[config.mk]
export PLATFORM = sky130hd
export DESIGN_NAME = lsem_top
export DESIGN_NICKNAME = d
export VERILOG_FILES = /design/src/common/lsem_pkg.sv /design/src/verilog/lsem_top.sv
export SDC_FILE = /design/constraint.sdc
export NUM_CORES = 1
export LEC_CHECK = 0
export ABC_AREA = 1
export BUFFER_PORTS_ARGS = -buffer_cell sky130_fd_sc_hd__buf_2
export CAP_MARGIN = 25
export CORE_ASPECT_RATIO = 2
export CORE_MARGIN = 3
export CORE_UTILIZATION = 48
export DETAILED_ROUTE_END_ITERATION = 10
export GPL_ROUTABILITY_DRIVEN = 0
export PLACE_DENSITY = 0.72
export SLEW_MARGIN = 20
export SYNTH_ARGS = -nofsm -noshare
export SYNTH_HDL_FRONTEND = slang
export SYNTH_SLANG_ARGS = --single-unit
[constraint.sdc]
create_clock -name CLK_I -period 2.9 [get_ports CLK_I]
set_input_delay 0.435 -clock CLK_I [delete_from_list [all_inputs] [get_ports CLK_I]]
set_output_delay 0.435 -clock CLK_I [all_outputs]
set_load 0.05 [all_outputs]
[src/common/lsem_pkg.sv]
// Constants, register map and state type of the line status event monitor
package lsem_pkg;

  // ---------------------------------------------------------------------------
  // Clock and timing
  // ---------------------------------------------------------------------------
  localparam int unsigned LSEM_CLK_MHZ        = 20;
  localparam int unsigned LSEM_QUAL_SHORT_US  = 40_000;     // 40 ms
  localparam int unsigned LSEM_QUAL_LONG_US   = 5_100_000;  // 5.1 s
  localparam int unsigned LSEM_QUAL_SHORT_CYC = LSEM_QUAL_SHORT_US * LSEM_CLK_MHZ;
  localparam int unsigned LSEM_QUAL_LONG_CYC  = LSEM_QUAL_LONG_US * LSEM_CLK_MHZ;
  localparam int unsigned LSEM_QUAL_W         = 27;
  localparam logic [6:0]  LSEM_TCK_LOSS_CYC   = 7'h46;      // 70 master clock cycles
  localparam int unsigned LSEM_TCK_W          = 7;

  // ---------------------------------------------------------------------------
  // Register offsets
  // ---------------------------------------------------------------------------
  localparam logic [7:0] LSEM_ADDR_MASK      = 8'h14;
  localparam logic [7:0] LSEM_ADDR_EDGE      = 8'h16;
  localparam logic [7:0] LSEM_ADDR_LINE_STAT = 8'h17;
  localparam logic [7:0] LSEM_ADDR_LOOP_STAT = 8'h18;
  localparam logic [7:0] LSEM_ADDR_IRQ_STAT  = 8'h19;
  localparam logic [7:0] LSEM_ADDR_CTRL      = 8'h1B;
  localparam logic [7:0] LSEM_ADDR_IRQ_CLR   = 8'h1C;

  // ---------------------------------------------------------------------------
  // Field positions and reset values
  // ---------------------------------------------------------------------------
  localparam int unsigned LSEM_BIT_ACT    = 6;
  localparam int unsigned LSEM_BIT_DEACT  = 5;
  localparam int unsigned LSEM_BIT_SYNC   = 4;
  localparam int unsigned LSEM_BIT_LOSS   = 3;
  localparam int unsigned LSEM_BIT_LOOP   = 5;
  localparam int unsigned LSEM_BIT_AUTO   = 0;
  localparam logic [7:0]  LSEM_EVT_BITS   = 8'h78;
  localparam logic [7:0]  LSEM_MASK_RST   = 8'h78;
  localparam logic [7:0]  LSEM_EDGE_RST   = 8'h00;

  typedef struct packed {
    logic [2:0]             tck_sync;
    logic                   tck_filt;
    logic [LSEM_TCK_W-1:0]  tck_cnt;
    logic                   tck_loss;
    logic [LSEM_QUAL_W-1:0] act_cnt;
    logic [LSEM_QUAL_W-1:0] deact_cnt;
    logic                   act_flag;
    logic                   deact_flag;
    logic                   sync_flag;
    logic [7:0]             flags_d;
    logic                   auto_remote_loop_switch;
    logic [7:0]             mask;
    logic [7:0]             edge_sel;
    logic [7:0]             ists;
    logic                   remote_loop;
    logic                   irq;
    logic [7:0]             rdata;
  } lsem_state_t;

endpackage : lsem_pkg

[src/verilog/lsem_top.sv]
// Line status event monitor: loopback code qualification, clock loss, interrupts
//
// Chosen here: the plain strobed port.
`timescale 1ns/100ps

// Behaviour
// Activate flag low without code; high after code held beyond qualification time.
// With auto remote loop off, qualification time is 40 ms.
// With auto remote loop on, qualification time is 5.1 s.
// Rising activate flag closes the remote loopback.
// Deactivate flag rises after qualified code and holds while code stays.
// Rising deactivate flag opens the remote loopback.
// Activate interrupt on rise, or any change when its edge select is set.
// Deactivate interrupt on rise, or any change when its edge select is set.
// Pattern sync flag shows receiver lock in real time.
// Pattern sync interrupt on rise, or any change with edge select set.
// Clock loss flag set when transmit clock idle over 70 cycles.
// Clock loss interrupt on rise, or any change with edge select set.
// All interrupt mask bits reset to one.
// Reading the interrupt status clears its flags and the request.
// Loss counter restarts on every synchronised transmit clock edge.
module lsem_top
  import lsem_pkg::*;
#(
  parameter int unsigned QUAL_SHORT_CYC = LSEM_QUAL_SHORT_CYC,
  parameter int unsigned QUAL_LONG_CYC  = LSEM_QUAL_LONG_CYC
)
(
  input  wire logic       CLK_I,
  input  wire logic       RESET_N_I,
  input  wire logic [7:0] ADDR_I,
  input  wire logic [7:0] WDATA_I,
  input  wire logic       WR_I,
  input  wire logic       RD_I,
  output logic      [7:0] RDATA_O,
  input  wire logic       LOOP_ACT_CODE_I,
  input  wire logic       LOOP_DEACT_CODE_I,
  input  wire logic       PATTERN_LOCK_I,
  input  wire logic       TRANSMIT_CLOCK_IN_I,
  output logic            REMOTE_LOOP_O,
  output logic            IRQ_O
);

  lsem_state_t            s_r;
  lsem_state_t            s_nxt;
  logic [7:0]             flags;
  logic [7:0]             evt;
  logic [LSEM_QUAL_W-1:0] qual;

  // ---------------------------------------------------------------------------
  // Status byte and per-bit event detection
  // ---------------------------------------------------------------------------
  assign flags = {1'b0, s_r.act_flag, s_r.deact_flag, s_r.sync_flag, s_r.tck_loss, 3'b000};
  assign qual  = s_r.auto_remote_loop_switch ? LSEM_QUAL_W'(QUAL_LONG_CYC)
                                             : LSEM_QUAL_W'(QUAL_SHORT_CYC);

  // Flags are compared with their one-cycle-old copy, so the event lags by one edge
  genvar gi;
  generate
    for (gi = 0; gi < 8; gi++)
    begin : g_evt
      if (LSEM_EVT_BITS[gi])
      begin : g_used
        assign evt[gi] = s_r.edge_sel[gi] ? (flags[gi] ^ s_r.flags_d[gi])
                                          : (flags[gi] & ~s_r.flags_d[gi]);
      end
      else
      begin : g_none
        assign evt[gi] = 1'b0;
      end
    end
  endgenerate

  // ---------------------------------------------------------------------------
  // Next state
  // ---------------------------------------------------------------------------
  always_comb
  begin
    s_nxt = s_r;

    // Transmit clock: three stages, a level counts once stages two and three agree
    s_nxt.tck_sync = {s_r.tck_sync[1:0], TRANSMIT_CLOCK_IN_I};
    if (s_r.tck_sync[1] == s_r.tck_sync[2])
    begin
      s_nxt.tck_filt = s_r.tck_sync[2];
    end
    if (s_nxt.tck_filt != s_r.tck_filt)
    begin
      s_nxt.tck_cnt = '0;
    end
    else if (s_r.tck_cnt <= LSEM_TCK_LOSS_CYC)
    begin
      s_nxt.tck_cnt = s_r.tck_cnt + 7'h01;
    end
    s_nxt.tck_loss = (s_nxt.tck_cnt > LSEM_TCK_LOSS_CYC);

    // Loopback code qualification; a lapse in the code restarts the wait
    // A set flag holds while its code stays, so a longer wait cannot drop it
    if (LOOP_ACT_CODE_I)
    begin
      if (s_r.act_cnt < qual)
      begin
        s_nxt.act_cnt = s_r.act_cnt + LSEM_QUAL_W'(1);
      end
    end
    else
    begin
      s_nxt.act_cnt = '0;
    end
    s_nxt.act_flag = LOOP_ACT_CODE_I & (s_r.act_flag | (s_r.act_cnt >= qual));

    if (LOOP_DEACT_CODE_I)
    begin
      if (s_r.deact_cnt < qual)
      begin
        s_nxt.deact_cnt = s_r.deact_cnt + LSEM_QUAL_W'(1);
      end
    end
    else
    begin
      s_nxt.deact_cnt = '0;
    end
    s_nxt.deact_flag = LOOP_DEACT_CODE_I & (s_r.deact_flag | (s_r.deact_cnt >= qual));

    s_nxt.sync_flag = PATTERN_LOCK_I;
    s_nxt.flags_d   = flags;

    // Deactivation wins when both flags rise together: the safe state is open
    if (s_r.deact_flag & ~s_r.flags_d[LSEM_BIT_DEACT])
    begin
      s_nxt.remote_loop = 1'b0;
    end
    else if (s_r.act_flag & ~s_r.flags_d[LSEM_BIT_ACT])
    begin
      s_nxt.remote_loop = 1'b1;
    end

    // Register writes
    if (WR_I)
    begin
      if (ADDR_I == LSEM_ADDR_MASK)
      begin
        s_nxt.mask = WDATA_I & LSEM_EVT_BITS;
      end
      else if (ADDR_I == LSEM_ADDR_EDGE)
      begin
        s_nxt.edge_sel = WDATA_I & LSEM_EVT_BITS;
      end
      else if (ADDR_I == LSEM_ADDR_CTRL)
      begin
        s_nxt.auto_remote_loop_switch = WDATA_I[LSEM_BIT_AUTO];
      end
      else if (ADDR_I == LSEM_ADDR_IRQ_CLR)
      begin
        s_nxt.ists = s_r.ists & ~WDATA_I;
      end
    end

    // Register reads; data stands in the next cycle only
    s_nxt.rdata = 8'h00;
    if (RD_I)
    begin
      if (ADDR_I == LSEM_ADDR_MASK)
      begin
        s_nxt.rdata = s_r.mask;
      end
      else if (ADDR_I == LSEM_ADDR_EDGE)
      begin
        s_nxt.rdata = s_r.edge_sel;
      end
      else if (ADDR_I == LSEM_ADDR_LINE_STAT)
      begin
        s_nxt.rdata = flags;
      end
      else if (ADDR_I == LSEM_ADDR_LOOP_STAT)
      begin
        s_nxt.rdata = 8'(s_r.remote_loop) << LSEM_BIT_LOOP;
      end
      else if (ADDR_I == LSEM_ADDR_IRQ_STAT)
      begin
        s_nxt.rdata = s_r.ists;
        s_nxt.ists  = 8'h00;
      end
      else if (ADDR_I == LSEM_ADDR_CTRL)
      begin
        s_nxt.rdata = 8'(s_r.auto_remote_loop_switch) << LSEM_BIT_AUTO;
      end
    end

    // A new event outlives a clear in the same cycle
    s_nxt.ists = s_nxt.ists | evt;
    s_nxt.irq  = |(s_nxt.ists & ~s_nxt.mask);
  end

  // ---------------------------------------------------------------------------
  // State register
  // ---------------------------------------------------------------------------
  always_ff @(posedge CLK_I or negedge RESET_N_I)
  begin
    if (!RESET_N_I)
    begin
      s_r          <= '0;
      s_r.mask     <= LSEM_MASK_RST;
      s_r.edge_sel <= LSEM_EDGE_RST;
    end
    else
    begin
      s_r <= s_nxt;
    end
  end

  assign RDATA_O       = s_r.rdata;
  assign REMOTE_LOOP_O = s_r.remote_loop;
  assign IRQ_O         = s_r.irq;
endmodule : lsem_top

==> metrics.md <==
| Metric | Value |
|---|---|
| Outcome | finished, final reports clean |
| Number of antenna violations at the first check in global routing | 0 |
| TritonCTS clock tree | yes |
| Shortest clock period the worst path allows after layout | 2525 ps |
| Unrepaired setup endpoints after global routing | no |
| Commonest non-fill, non-tap cell in the layout | sky130_fd_sc_hd__nand2_1 |
| Tightest Hold Check Type | in -> async |
| IR drop worst, VDD | 0.3367 mV |
| Area share of fa/ha/maj cells after synthesis | 0.04258 |
| EDFF count, synth | 0 |
| Synth Area in Compound Gates | 0.07433 |
| Drt initial violations | 206 |
| Worst setup path class | reg -> reg |
| Die width | 91.72 um |
| Commonest cells after routing, fill and taps aside | 265 x sky130_fd_sc_hd__nand2_1, 135 x sky130_fd_sc_hd__nor2_1, 116 x sky130_fd_sc_hd__inv_1 |
| Flops & latches, synth | 104 |
| Remaining DRCs | 0 |
| Main combinational cell family by area after synthesis | simple AND/OR/NAND/NOR gates |
| Largest fanout of any net on the critical path | 42 |
| Layout Skew | 12.42 ps |
| Area share of the largest cell type after synthesis | 0.3548 |
| Number of hold violations in the final report | 0 |
| Area of the die | 16270 sq um |
| Number of optimization iterations in the first detailed-route pass | 5 |
| Leading post-synthesis cells by cell area | sky130_fd_sc_hd__dfrtp_1 35%, sky130_fd_sc_hd__nand2_1 14%, sky130_fd_sc_hd__nor2_1 7.2% |
| Setup TNS after final layout | 0 ps |
| Sequential-to-total area share from yosys stat | 0.3697 |
| Layout cell share with drive strength beyond 1 | 0.1403 |
| Fraction of synthesized area in multiplexers | 0.001419 |
| Count of hold buffers inserted by post-cts repair | 0 |
| Wirelength, routed | 17430 um |
| Total number of yosys warnings | 0 |
| Basic-gate share of the synthesized area counting and, or, nand and nor cells | 0.3665 |
| Worst Path Required | 3120 ps |
| WL/cell | 14.65 um |
| Share of the clock period used by the worst path | 0.8707 |
| Leak Pwr | 3.620 nW |
| Number of nets produced by synthesis | 1019 |
| Number of standard cells after synthesis | 971 |
| Maximum number of pins on one net before global-route repair | 49 |
| Slew at the pin with the worst max-slew slack | 845.5 ps |
| Number of setup buffers added after CTS | 0 |
| Max Clock Freq | 0.3960 GHz |
| Startpoint types | flop |
| Post_cts resized | 0 |
| Number of buffers created by CTS | 9 |
| Final Max Tran Viols | 0 |
| Layout Nets | 1041 |
| Clock-pin slew on the worst setup and hold paths | 70 ps |
| CORE AREA | 14350 sq um |
| Half-perimeter wire length after detailed placement | 13200 um |
| Combined area of all synthesized cells | 7053 sq um |
| Synth cell types | 40 |
| Antenna-violating nets left | 0 |
| Floorplan die height | 177.4 um |
| Overflow left after global routing | 0 |
| Average via count per standard cell | 5.255 |
| Starting density of the core | 0.4915 |
| Wire length of the first global-routing pass | 29170 um |
| Post-Route Hold Slack | 117.7 ps |
| Total number of vias | 6254 |
| Area growth from synthesis to layout | 7.327% |
| Count of input and output buffers | 33 |
| Diodes inserted | 0 |
| Largest area contributor in the synthesized netlist | sky130_fd_sc_hd__dfrtp_1 |
| Top-level I/O count | 34 |
| Syn Area/Cell | 7.264 sq um |
| Number of levels in the clock H-tree | 3 |
| Number of global-route vias before repair | 6251 |
| Clock latency of the later-clocked register in the worst-skew pair | 350 ps |
| Setup violation total in the final timing report | 0 |
| Proportion of synthesized flip-flops having asynchronous set or reset | 1.000 |
| Max-cap violations | 0 |
| CTS max path bufs | 2 |
| P per Cell Area | 399.5 nW/um^2 |
| Aggregate global-route resource usage | 0.2241 |
| Headroom to the max-slew limit | 0.4357 |
| Flip-flop cell with the highest count after synthesis | sky130_fd_sc_hd__dfrtp_1 |
| Total clock sinks | 104 |
| Buffer type at the clock tree root | sky130_fd_sc_hd__clkbuf_16 |
| Num rows | 62 |
| Critical path capture point type | flop |
| Xor/xnor cell area share of the yosys netlist | 0.04470 |
| Arrival time at the worst endpoint | 2750 ps |
==> sequential cells by signal, summed over array words and instances, names as in the netlist <==
signal,cells
s_nxt,2
RDATA_O,8
s_r,88
REMOTE_LOOP_O,1
IRQ_O,1
flags,4
==> cells in the mapped netlist, drive strengths merged (2+ instances only) <==
master,number
nand4,17
o211ai,3
a21o,2
clkbuf,4
xor2,32
a21oi,13
inv,127
ha,24
and3,4
nand2,276
nand3b,4
nor3,35
nor4,4
xnor2,4
buf,26
dfrtp,100
dfstp,4
nor2,145
o21ai,56
nand3,86
==> critical path, stage by stage (launching register included) <==
cell and delay, ps:
sky130_fd_sc_hd__dfrtp_1 510, sky130_fd_sc_hd__inv_1 250, sky130_fd_sc_hd__ha_1 360, sky130_fd_sc_hd__nand2_1 100
sky130_fd_sc_hd__nor3_2 230, sky130_fd_sc_hd__nand3_1 150, sky130_fd_sc_hd__nand3b_4 220, sky130_fd_sc_hd__nand2_4 320
sky130_fd_sc_hd__nand2_1 190, sky130_fd_sc_hd__o21ai_2 60
==> per-stage QoR <==
stage | setup slack (ps) | total power, W | cells | utilization | cell area [sq um]
2_1_floorplan | 1013 | 0.001740 | 971 | - | 7053
3_3_place_gp | 502.7 | 0.001852 | 1174 | 0.5078 | 7287
3_5_place_dp | 387.0 | 0.001860 | 1174 | 0.5078 | 7287
4_1_cts | 378.6 | 0.003066 | 1190 | 0.5275 | 7570
5_1_grt | 141.1 | 0.003162 | 1190 | 0.5275 | 7570
6_report | 374.9 | 0.003024 | 1190 | 0.5275 | 7570
==> layer usage <==
| metal | global-route usage | vias up | share of wire |
|---|---|---|---|
| li1 | - | 3113 | - |
| met1 | 0.2297 | 2909 | 0.36 |
| met2 | 0.4220 | 165 | 0.54 |
| met3 | 0.02588 | 67 | 0.035 |
| met4 | 0.1427 | 0 | 0.059 |
| met5 | 0 | - | 0 |
==> cell families (layout without fill, tap and decap cells) <==
logic type | after synthesis | count (layout)
flip-flops | 104 | 104
buffers and inverters | 157 | 184
XOR/XNOR | 36 | 36
multiplexers | 1 | 1
AND/OR/NAND/NOR | 571 | 571
adder cells (fa/ha/maj) | 24 | 24
AO/OA/AOI/OAI | 78 | 78
==> area by class of cell <==
class / instances / area (sq um)
Clock buffer: 10 / 229.0
Clock inverter: 6 / 53.80
Timing Repair Buffer: 41 / 227.7
Sequential cell: 104 / 2608
Tap cell: 192 / 240.2
Fill cell: 1454 / 6782
Inverter: 127 / 476.7
Multi-Input combinational cell: 710 / 3735
==> power breakdown <==
group / internal (W) / switching, W
logic: 0.0000854 / 0.000208
clock network: 0.000598 / 0.000599
registers: 0.00149 / 0.0000411
total: 0.00218 / 0.000848
==> path summary, 6_finish.rpt <==
path	cells after the start	from	slack, ps	endpoint
worst max-delay path	9	s_r[34]$_DFFE_PN0P_	370	s_r[70]$_DFFE_PN0P_
worst min-delay path	1	RESET_N_I	120	s_r[77]$_DFFE_PN0P_
worst max register to register	9	s_r[34]$_DFFE_PN0P_	370	s_r[70]$_DFFE_PN0P_
worst min register to register	0	s_nxt[110]$_DFF_PN0_	350	s_nxt[111]$_DFF_PN0_
max in group asynchronous	2	RESET_N_I	1960	s_r[29]$_DFF_PN1_
min in group CLK_I	1	PATTERN_LOCK_I	200	flags[4]$_DFF_PN0_
Power figures use the tool's default switching activity.
